[src/hw/ebm_pkg.sv]
/*
  Constants, types and mode encodings shared by the external bus
  multiplexer and pin-role controller.
  Assumes one 20 MHz core clock and a synchronous, active-high reset.

  // How it works
  // - byte width: D0-D7 share A0-A7 pins
  // - word width: D0-D7 share A1-A8, upper separate
  // - address latch strobe output on fixed pin
  // - separate bus after reset; no whole-space in microprocessor
  // - whole-space multiplexing frees upper address pins
  // - select 01/10 multiplexes region one or two
  // - select 00 all separate, 11 all multiplexed
  // - shared pins are plain address when separate
  // - port-select 0 drives top four address lines
  // - expansion modes drive the bus control pins
  // - twenty address lines cover one megabyte
  // - width pin high: 8 lines, low: 16 lines
  // - bus pins only in expansion; wait everywhere
  // - address undefined until first external access
*/
package ebm_pkg;
  localparam int ADDR_W = 20;                      // one megabyte of external space
  localparam int DATA_W = 16;                      // widest external data bus

  // processor mode encodings
  localparam logic [1:0] MODE_SINGLE = 2'h0;       // internal memory only
  localparam logic [1:0] MODE_EXPAND = 2'h1;       // internal plus external memory
  localparam logic [1:0] MODE_MICRO  = 2'h3;       // external memory replaces internal rom

  // multiplexed-space select field values
  localparam logic [1:0] MUX_NONE = 2'h0;          // every region on the separate bus
  localparam logic [1:0] MUX_REG1 = 2'h1;          // region one multiplexed
  localparam logic [1:0] MUX_REG2 = 2'h2;          // region two multiplexed
  localparam logic [1:0] MUX_ALL  = 2'h3;          // whole external space multiplexed

  localparam int         MUX_FIELD_LSB = 4;        // field position in the mode byte
  localparam logic [7:0] PMODE_RST     = 8'h00;    // mode byte value held in reset
  localparam logic       BYTE_LVL_RST  = 1'h1;     // width pin assumed high in reset
  localparam logic [1:0] SW_WAIT_CYC   = 2'h1;     // cycles added by the software wait

  // shared-line masks over the address pins
  localparam logic [19:0] SHARE_MASK_8  = 20'h0_00ff;
  localparam logic [19:0] SHARE_MASK_16 = 20'h0_01fe;

  // mode control byte as the pins deliver it
  typedef struct packed {
    logic       spare7;                            // unused here
    logic       top_port_io;                       // 1: top four address pins stay ports
    logic [1:0] mux_sel;                           // multiplexed-space select field
    logic       spare3;                            // unused here
    logic       strobe_sel;                        // 1: split byte write strobes, word width only
    logic [1:0] mode;                              // processor mode
  } ebm_pmode_t;

  // one access request from the core
  typedef struct packed {
    logic [19:0] addr;                             // byte address
    logic        we;                               // 1: write
    logic [1:0]  be;                               // byte enables, bit 1 is the upper byte
    logic [15:0] wdata;                            // byte accesses use bits 7:0
    logic [1:0]  region;                           // region one / two hit from the decoder
    logic        sw_wait;                          // insert the software wait
  } ebm_req_t;

  // which pins the bus currently owns (0: general port)
  typedef struct packed {
    logic [19:0] addr;
    logic [15:0] data;
    logic        ctrl;
  } ebm_roles_t;

  typedef enum logic [4:0] {
    ST_IDLE = 5'h01,
    ST_ADDR = 5'h02,
    ST_WAIT = 5'h04,
    ST_DATA = 5'h08,
    ST_END  = 5'h10
  } ebm_state_t;

  // whole register state of the controller
  typedef struct packed {
    ebm_state_t  st;
    ebm_req_t    rq;
    logic        mux;                              // current access is multiplexed
    logic [1:0]  wcnt;                             // software wait down-counter
    logic [15:0] rdata;
    logic        done;
    logic        bclk;
    logic [2:0]  sync;                             // width pin synchroniser
    logic        byte_lvl;                         // filtered width pin level
    ebm_pmode_t  pm;
  } ebm_core_t;
endpackage

[src/hw/ebm_ctrl.sv]
/*
  External bus controller: runs one access at a time, places address
  and data on separate or time-multiplexed pins, and reports which
  port pins belong to the bus.
  Assumes the core holds mode bits stable during an access and that
  pad logic resolves each pin from its output enable.
*/
`timescale 1ns/100ps
`default_nettype none
module ebm_ctrl (
  input  wire logic                core_clk_i,
  input  wire logic                reset_i,
  input  wire ebm_pkg::ebm_pmode_t mode_ctrl_i,
  input  wire logic                byte_pin_i,
  input  wire logic                req_valid_i,
  input  wire ebm_pkg::ebm_req_t   req_i,
  output logic                     ready_o,
  output logic                     done_o,
  output logic [15:0]              rdata_o,
  output logic [19:0]              addr_o,
  output logic [19:0]              addr_oe_o,
  input  wire logic [8:0]          addr_i,
  output logic [15:0]              data_o,
  output logic [15:0]              data_oe_o,
  input  wire logic [15:0]         data_i,
  output logic                     latch_strobe_port_pin_o,
  output logic                     read_strobe_n_o,
  output logic                     low_byte_write_strobe_n_o,
  output logic                     high_byte_write_strobe_n_o,
  output logic                     bus_clock_o,
  output logic                     mux_cycle_o,
  output ebm_pkg::ebm_roles_t      pin_roles_o
);

  ebm_pkg::ebm_core_t cur;                         // registered state
  ebm_pkg::ebm_core_t nx;                          // next state

  logic        ext;                                // external bus allowed in this mode
  logic        whole;                              // whole-space multiplexing in force
  logic        w16;                                // sixteen-line data bus
  logic        busy;                               // access in progress
  logic        dphase;                             // data and hold phases
  logic        sel16;                              // split byte write strobes in use
  logic [19:0] share;                              // pins shared by address and data
  logic [19:0] dshift;                             // write byte placed on shared pins

  // mode decode from the registered mode byte
  assign ext    = (cur.pm.mode == ebm_pkg::MODE_EXPAND) ||
                  (cur.pm.mode == ebm_pkg::MODE_MICRO);
  // whole-space only in expansion mode; microprocessor falls back to separate
  assign whole  = (cur.pm.mux_sel == ebm_pkg::MUX_ALL) &&
                  (cur.pm.mode == ebm_pkg::MODE_EXPAND);
  assign w16    = ~cur.byte_lvl;
  assign busy   = (cur.st != ebm_pkg::ST_IDLE);
  assign dphase = (cur.st == ebm_pkg::ST_DATA) || (cur.st == ebm_pkg::ST_END);
  assign sel16  = w16 && cur.pm.strobe_sel;

  // byte width shares A0-A7; word width shares A1-A8 and leaves A0 alone
  assign share  = w16 ? ebm_pkg::SHARE_MASK_16 : ebm_pkg::SHARE_MASK_8;
  assign dshift = w16 ? {11'h000, cur.rq.wdata[7:0], 1'h0}
                      : {12'h000, cur.rq.wdata[7:0]};

  // pin ownership; single-chip mode leaves every pin to the ports
  always_comb begin
    pin_roles_o.ctrl           = ext;
    pin_roles_o.addr[8:0]      = {9{ext}};
    pin_roles_o.addr[15:9]     = {7{ext && !whole}};
    pin_roles_o.addr[19:16]    = {4{ext && !whole && !cur.pm.top_port_io}};
    pin_roles_o.data[7:0]      = {8{ext && !whole}};
    pin_roles_o.data[15:8]     = {8{ext && !whole && w16}};
  end

  // address pins: the last external address stays until the next access,
  // so after leaving single-chip mode the value means nothing until then
  always_comb begin
    addr_o    = cur.rq.addr;
    addr_oe_o = pin_roles_o.addr;
    if (cur.mux && dphase) begin
      if (cur.rq.we) begin
        addr_o = (cur.rq.addr & ~share) | (dshift & share);
      end else begin
        addr_oe_o = pin_roles_o.addr & ~share;                   // release shared lines
      end
    end
  end

  // dedicated data pins; the upper byte never rides the shared lines
  always_comb begin
    data_o          = cur.rq.wdata;
    data_oe_o[7:0]  = pin_roles_o.data[7:0] & {8{dphase && cur.rq.we && !cur.mux}};
    data_oe_o[15:8] = pin_roles_o.data[15:8] & {8{dphase && cur.rq.we}};
  end

  // bus control strobes; the strobe ends as the shared lines flip, or one phase before with the software wait
  always_comb begin
    latch_strobe_port_pin_o = ext && (cur.st == ebm_pkg::ST_ADDR);
    read_strobe_n_o         = !(ext && (cur.st == ebm_pkg::ST_DATA) && !cur.rq.we);
    // low pin carries the plain write strobe unless split strobes are chosen
    low_byte_write_strobe_n_o = !(ext && (cur.st == ebm_pkg::ST_DATA) && cur.rq.we &&
                                  (!sel16 || cur.rq.be[0]));
    // high pin is the byte-high enable for the whole access otherwise
    if (sel16) begin
      high_byte_write_strobe_n_o = !(ext && (cur.st == ebm_pkg::ST_DATA) &&
                                     cur.rq.we && cur.rq.be[1]);
    end else begin
      high_byte_write_strobe_n_o = !(ext && busy && cur.rq.be[1]);
    end
  end

  assign bus_clock_o = cur.bclk;
  assign ready_o     = !busy;
  assign done_o      = cur.done;
  assign rdata_o     = cur.rdata;
  assign mux_cycle_o = busy && cur.mux;

  // next-state logic for the whole controller
  always_comb begin
    nx      = cur;
    nx.done = 1'h0;
    nx.bclk = ~cur.bclk;                           // bus clock at half the core rate
    nx.pm   = mode_ctrl_i;
    // width pin: a change counts once stages two and three agree
    nx.sync = {cur.sync[1:0], byte_pin_i};
    if (cur.sync[1] == cur.sync[2]) begin
      nx.byte_lvl = cur.sync[2];                   // relies on a steady pin
    end
    case (cur.st)
      ebm_pkg::ST_IDLE: begin
        if (req_valid_i) begin
          nx.rq  = req_i;
          // format is fixed per access; regions are separate unless picked
          nx.mux = ext && (whole ||
                   ((cur.pm.mux_sel == ebm_pkg::MUX_REG1) && req_i.region[0]) ||
                   ((cur.pm.mux_sel == ebm_pkg::MUX_REG2) && req_i.region[1]));
          nx.st  = ebm_pkg::ST_ADDR;
        end
      end
      ebm_pkg::ST_ADDR: begin
        // the wait is counted in every mode, even with the pins idle
        nx.wcnt = ebm_pkg::SW_WAIT_CYC;
        nx.st   = cur.rq.sw_wait ? ebm_pkg::ST_WAIT : ebm_pkg::ST_DATA;
      end
      ebm_pkg::ST_WAIT: begin
        if (cur.wcnt <= 2'h1) begin
          nx.st = ebm_pkg::ST_DATA;
        end else begin
          nx.wcnt = cur.wcnt - 2'h1;
        end
      end
      ebm_pkg::ST_DATA: begin
        if (!cur.rq.we) begin
          nx.rdata[15:8] = w16 ? data_i[15:8] : 8'h00;
          if (cur.mux) begin
            nx.rdata[7:0] = w16 ? addr_i[8:1] : addr_i[7:0];
          end else begin
            nx.rdata[7:0] = data_i[7:0];
          end
        end
        nx.st = ebm_pkg::ST_END;
      end
      ebm_pkg::ST_END: begin
        nx.done = 1'h1;
        nx.st   = ebm_pkg::ST_IDLE;
      end
      default: begin
        nx.st = ebm_pkg::ST_IDLE;                  // recover from a corrupt code
      end
    endcase
  end

  // state register; reset leaves a separate-bus configuration
  always_ff @(posedge core_clk_i) begin
    if (reset_i) begin
      cur          <= '0;
      cur.st       <= ebm_pkg::ST_IDLE;
      cur.pm       <= ebm_pkg::PMODE_RST;
      cur.byte_lvl <= ebm_pkg::BYTE_LVL_RST;
      cur.sync     <= {3{ebm_pkg::BYTE_LVL_RST}};  // match the level, so no false width edge
    end else begin
      cur <= nx;
    end
  end
endmodule // ebm_ctrl
`default_nettype wire

[config.mk]
export PLATFORM = sky130hd
export DESIGN_NAME = ebm_ctrl
export DESIGN_NICKNAME = d
export VERILOG_FILES = /design/src/hw/ebm_pkg.sv /design/src/hw/ebm_ctrl.sv
export SDC_FILE = /design/constraint.sdc
export NUM_CORES = 1
export LEC_CHECK = 0
export BUFFER_PORTS_ARGS = -buffer_cell sky130_fd_sc_hd__buf_4
export CAP_MARGIN = 20
export CORE_MARGIN = 3
export CORE_UTILIZATION = 35
export CTS_CLUSTER_DIAMETER = 200
export CTS_CLUSTER_SIZE = 12
export DETAILED_ROUTE_END_ITERATION = 10
export PLACE_DENSITY_LB_ADDON = 0.1
export SLEW_MARGIN = 20
export SYNTH_ARGS = -nofsm -noshare
export SYNTH_HDL_FRONTEND = slang
export SYNTH_SLANG_ARGS = --single-unit
[constraint.sdc]
create_clock -name core_clk_i -period 1.9 [get_ports core_clk_i]
set_input_delay 0 -clock core_clk_i [delete_from_list [all_inputs] [get_ports core_clk_i]]
set_output_delay 0 -clock core_clk_i [all_outputs]
set_load 0.005 [all_outputs]
# Word level (Yosys, flattened, before mapping)
# Index checks and enable logic that the tools add are counted.
# word_totals
elab_cells,102
reg_bits,78
# classes
n_eq_ne,15
magnitude_cmp,1
n_reduce_logical,40
bitwise_logic,10
n_mux,17
add_sub_neg,1
# op_table
cell,count
two-way mux 20 bit,4
two-way mux 48 bit,1
AND 20 bit,2
two-way mux 8 bit,3
logical AND 1 bit,20
NOT 9 -> 20 bit,1
OR 20 x 9 -> 20 bit,1
one-hot mux 5 bit (4 select lines),1
two-way mux 9 bit,2
AND 8 bit,2
zero test 1 bit,10
AND 9 bit,1
AND reduction 2 bit,4
"== test 2 bit, second input constant",3
"inequality test 2 bit, second input constant",3
"== test 5 x 1 -> 1 bit, second input constant",1
"== test 5 x 2 -> 1 bit, second input constant",1
"== test 5 x 3 -> 1 bit, second input constant",1
"== test 5 x 4 -> 1 bit, second input constant",1
"== test 5 bit, second input constant",1
logical OR 1 bit,5
two-way mux 5 bit,1
"inequality test 5 x 1 -> 1 bit, second input constant",1
"== test 2 x 1 -> 1 bit, second input constant",2
other kinds (9),12

# Longest topological paths before layout
# logic_depth
ltp_word,8
depth_mapped,7
depth_no_buf,6

# Worst setup path after synthesis
# Ideal clock, no wire load.
# synth_path
path_type,flip-flop to output port
startpoint,reg cur[0] (netlist name)
endpoint,out data_oe_o[10]
arrival_time_ns,1.722
n_path_buf,2
stages_incl_launch_ff,7
path_slack_ns,0.178
path_cell_list,dfxtp_1 > clkbuf_1 > nand2_1 > inv_1 > nand4_1 > nor2_1 > buf_4
# synth_via
elab_chain_len,6
word_cells_on_any_way,8
cone_classes,eq/ne: 2; bitwise: 1; reduce/logical: 5
# synth_lines
item,line_no,source
start: declaration,ebm_ctrl.sv:35,ebm_pkg::ebm_core_t cur;
start signal: assignment,ebm_ctrl.sv:180,cur <= nx;
== test 2 x 1 -> 1 bit,"ebm_ctrl.sv:48, ebm_ctrl.sv:52",
logical AND 1 bit,ebm_ctrl.sv:51,assign whole = (cur.pm.mux_sel == ebm_pkg::MUX_ALL) &&
zero test 1 bit,ebm_ctrl.sv:70,pin_roles_o.data[15:8] = {8{ext && !whole && w16}};
logical AND 1 bit (*) (2 in series),ebm_ctrl.sv:70,
AND 8 bit (*),ebm_ctrl.sv:91,data_oe_o[15:8] = pin_roles_o.data[15:8] & {8{dphase && cur.rq.we}};
end: declaration,ebm_ctrl.sv:24,"output logic [15:0] data_oe_o,"
# Mark *: on every way between the ends. The rest lies on a longest branch, timed or not.

# Worst setup path after layout
# layout_path
startpoint,reg cur[76] (netlist name)
endpoint,out data_oe_o[15]
# layout_via
elab_chain_len,4
word_cells_on_any_way,5
cone_classes,eq/ne: 2; bitwise: 1; reduce/logical: 2
# layout_lines
item,line_no,source
== test 5 x 4 -> 1 bit / == test 5 bit (equally long branches),ebm_ctrl.sv:55,assign dphase = (cur.st == ebm_pkg::ST_DATA) || (cur.st == ebm_pkg::ST_END);
logical OR 1 bit (*),ebm_ctrl.sv:55,
logical AND 1 bit (*),ebm_ctrl.sv:91,
AND 8 bit (*),ebm_ctrl.sv:91,
# Marked as above.

==> impl_results.md <==
* CTS buffer count at 9
* Fraction of layout cells with a size suffix above 1 at 0.540
* Post-layout nets at 748
* Root Driver: clkbuf_16
* Die area at 14000 µm²
* RSZ-0062 raised after global routing: yes
* Setup tns final at 0 ps
* Vias per cell at 4.46
* Detailed placement HPWL at 8.01 mm
* Fin util at 0.517
* Post-DRT Antenna Nets at 0
* Crit path from: cur[76]
* Setup slack after layout at 65.4 ps
* Placed inst area at 5280 µm²
* Fin. max-slew vios at 0
* Number of enable flip-flop cells after synthesis at 0
* Tmin final at 1830 ps
* Port bufs at 209
* Startpoint Class: flip-flop
* CTS Buffer Depth at 2
* Worst Hold Depth at 5
* Clock transition at the registers of the reported paths at 50 ps
* Cell Rows at 40
* Area grow syn2layout at 42.7%
* Lkg Pwr at 0.00282 µW
* Initial DRC Count at 82
* Status: complete, no violations
* GR Layer Usage met3 at 0.0603
* Rel. slew slack at 0.498
* Crit path kind: flip-flop to output pin
* CP Capture Type: output pin
* #FFs+latches synth at 76
* R2r worst-path depth at 5
* Final Instance Area at 6290 µm²
* Synth top area share at 0.345
* F_max at 545 MHz
* Global-route wire length before repair at 19.1 mm
* Final Hold Vio Count at 0
* Worst Path Arrival at 1830 ps
* Met1 capacity usage during global routing at 0.177
* CP Max Fanout at 8
* Die Span Y at 118 µm
* Peak supply drop at 477 µV
* Die span in x at 118 µm
* Worst flop-to-flop path startpoint: cur[79]
* H-tree Lvls at 3
* Largest net degree at the start of global routing at 56
* Worst min path class: input port to flip-flop
* GRT overflow at 0
* WL final at 11.7 mm
* Tcrit/Tclk final at 0.966
* Sequential area share after synthesis at 0.345
* 1st-pass router iterations at 4
* Post-synth top area cell: dfxtp_1
* Avg WL per Cell at 14.0 µm
* Met2 Usage GRT at 0.308
* R2r endpoint: cur[56]
* Final Skew at 9.21 ps
* Routability cong. at 0.785
* Worst Hold End: rdata_o[6]
* Synth cell types at 37
* Initial Utilization at 0.362
* Setup violations, final at 0
* Cells after Synth at 510
* Worst Path Required at 1900 ps
* # IOs at 212
* Core ar. at 12200 µm²
* Mean post-synth cell area at 8.64 µm²
* Most common cell after layout, fill and taps aside: buf_4
* Ys flop type: dfxtp_1
* Reg2Reg Setup Slack at 180 ps
* Gr usage total at 0.165
* Synthesized Nets at 590
* Hold path startpoint: addr_i[7]
* Number of global-route vias before repair at 3865
* Commonest cells after routing, fill and taps aside: buf_4 (220), dfxtp_1 (73), nand2_2 (70), dlygate4sd3_1 (63), nand2_1 (49)
* Worst-margin pin slew at 753 ps
* Most used routing layer: met2
* Yosys warning count at 0
* Max_cap viols at 0
* Insertion delay to the later sink of the worst-skew pair at 330 ps
* Antenna diodes at 0
* PD cells at 712 nW/µm²
* Via Count at 3750
* Clk sink count at 76
* Synth area leaders: dfxtp_1 (35%), buf_4 (19%), nand2_2 (9.9%)
* Antenna violations before repair at 0
* Synth async-reset ratio at 0
* Mapped Area at 4410 µm²
* Residual DRC at 0
* Dpl ws at 142 ps
* CTS tree: built
-- sequential cells by signal, indices dropped and copies added, names as in the netlist --
name	cells
bus_clock_o	1
cur	42
data_o	16
done_o	1
rdata_o	16
-- per-stage QoR --
| step | cells | total power (µW) | hold slack, ps |
|---|---|---|---|
| 2_1_floorplan | 510 | 2220 | 104 |
| 3_3_place_gp | 761 | 2440 | 197 |
| 3_5_place_dp | 761 | 2450 | 200 |
| 4_1_cts | 839 | 4550 | 91.0 |
| 5_1_grt | 840 | 4690 | 133 |
| 6_report | 840 | 4480 | 94.9 |
-- critical path: stages, from the launching register on --
cell     delay, ps
dfxtp_1        370
nor3_1         220
buf_4          180
nand4_1        120
nor2_1         420
buf_4          200
-- cell usage after synthesis, types with 9 or more instances --
cell and n:
buf_4 110, dfxtp_1 76, nand2_2 70, nand2_1 49, a21oi_2 40, a21oi_1 19, nor2_1 17, clkbuf_1 16
mux2i_1 15, nor2b_1 13, o21ai_0 11, o211ai_1 10, nand3_1 9
-- power breakdown --
part | switching, µW | internal (µW) | total, µW
logic | 344 | 450 | 793
clock network | 654 | 1310 | 1970
registers | 57.0 | 1660 | 1720
total | 1060 | 3430 | 4480
-- repair_timing --
item,4_1_cts,5_1_grt
setup buffers,0,1
setup endpoints to repair,5,25
resized for setup,4,9
hold endpoints to repair,63,0
pin swaps,2,4
hold buffers,63,0
-- layer usage --
metal  vias to the layer above  part of all wire
met4                         0             0.012
met2                       130              0.51
li1                       1863                 -
met1                      1742              0.40
met3                        15             0.074
met5                         -                 0
-- area by class of cell --
type | instances | area, µm²
Tap cell | 168 | 210
Clock inverter | 4 | 97.6
Sequential cell | 76 | 1530
Inverter | 3 | 11.3
Multi-Input combinational cell | 290 | 1840
Fill cell | 1167 | 5870
Clock buffer | 11 | 243
Timing Repair Buffer | 288 | 2360
-- logic make-up (layout without fill, tap and decap cells) --
kind of cell | count (synthesis) | in the layout | synth area share
and+or+nand+nor | 181 | 181 | 0.220
buffers and inverters | 144 | 306 | 0.242
AOI/OAI and AO/OA | 89 | 89 | 0.146
DFF | 76 | 76 | 0.345
muxes | 17 | 17 | 0.0392
xor gates and xnor gates | 2 | 2 | 0.00397
adders and majority gates | 1 | 1 | 0.00284
-- how the worst max path moves through the flow --
stage	end	slack (ps)	cells after the start
6_report	data_oe_o[15]	70	5
5_1_grt	data_oe_o[15]	-140	5
4_1_cts	addr_o[0]	5	5
3_5_place_dp	cur[56]	140	5
3_3_place_gp	data_o[4]	170	5
2_1_floorplan	data_oe_o[10]	180	6
Note: power is estimated with default switching activity, not from simulation.
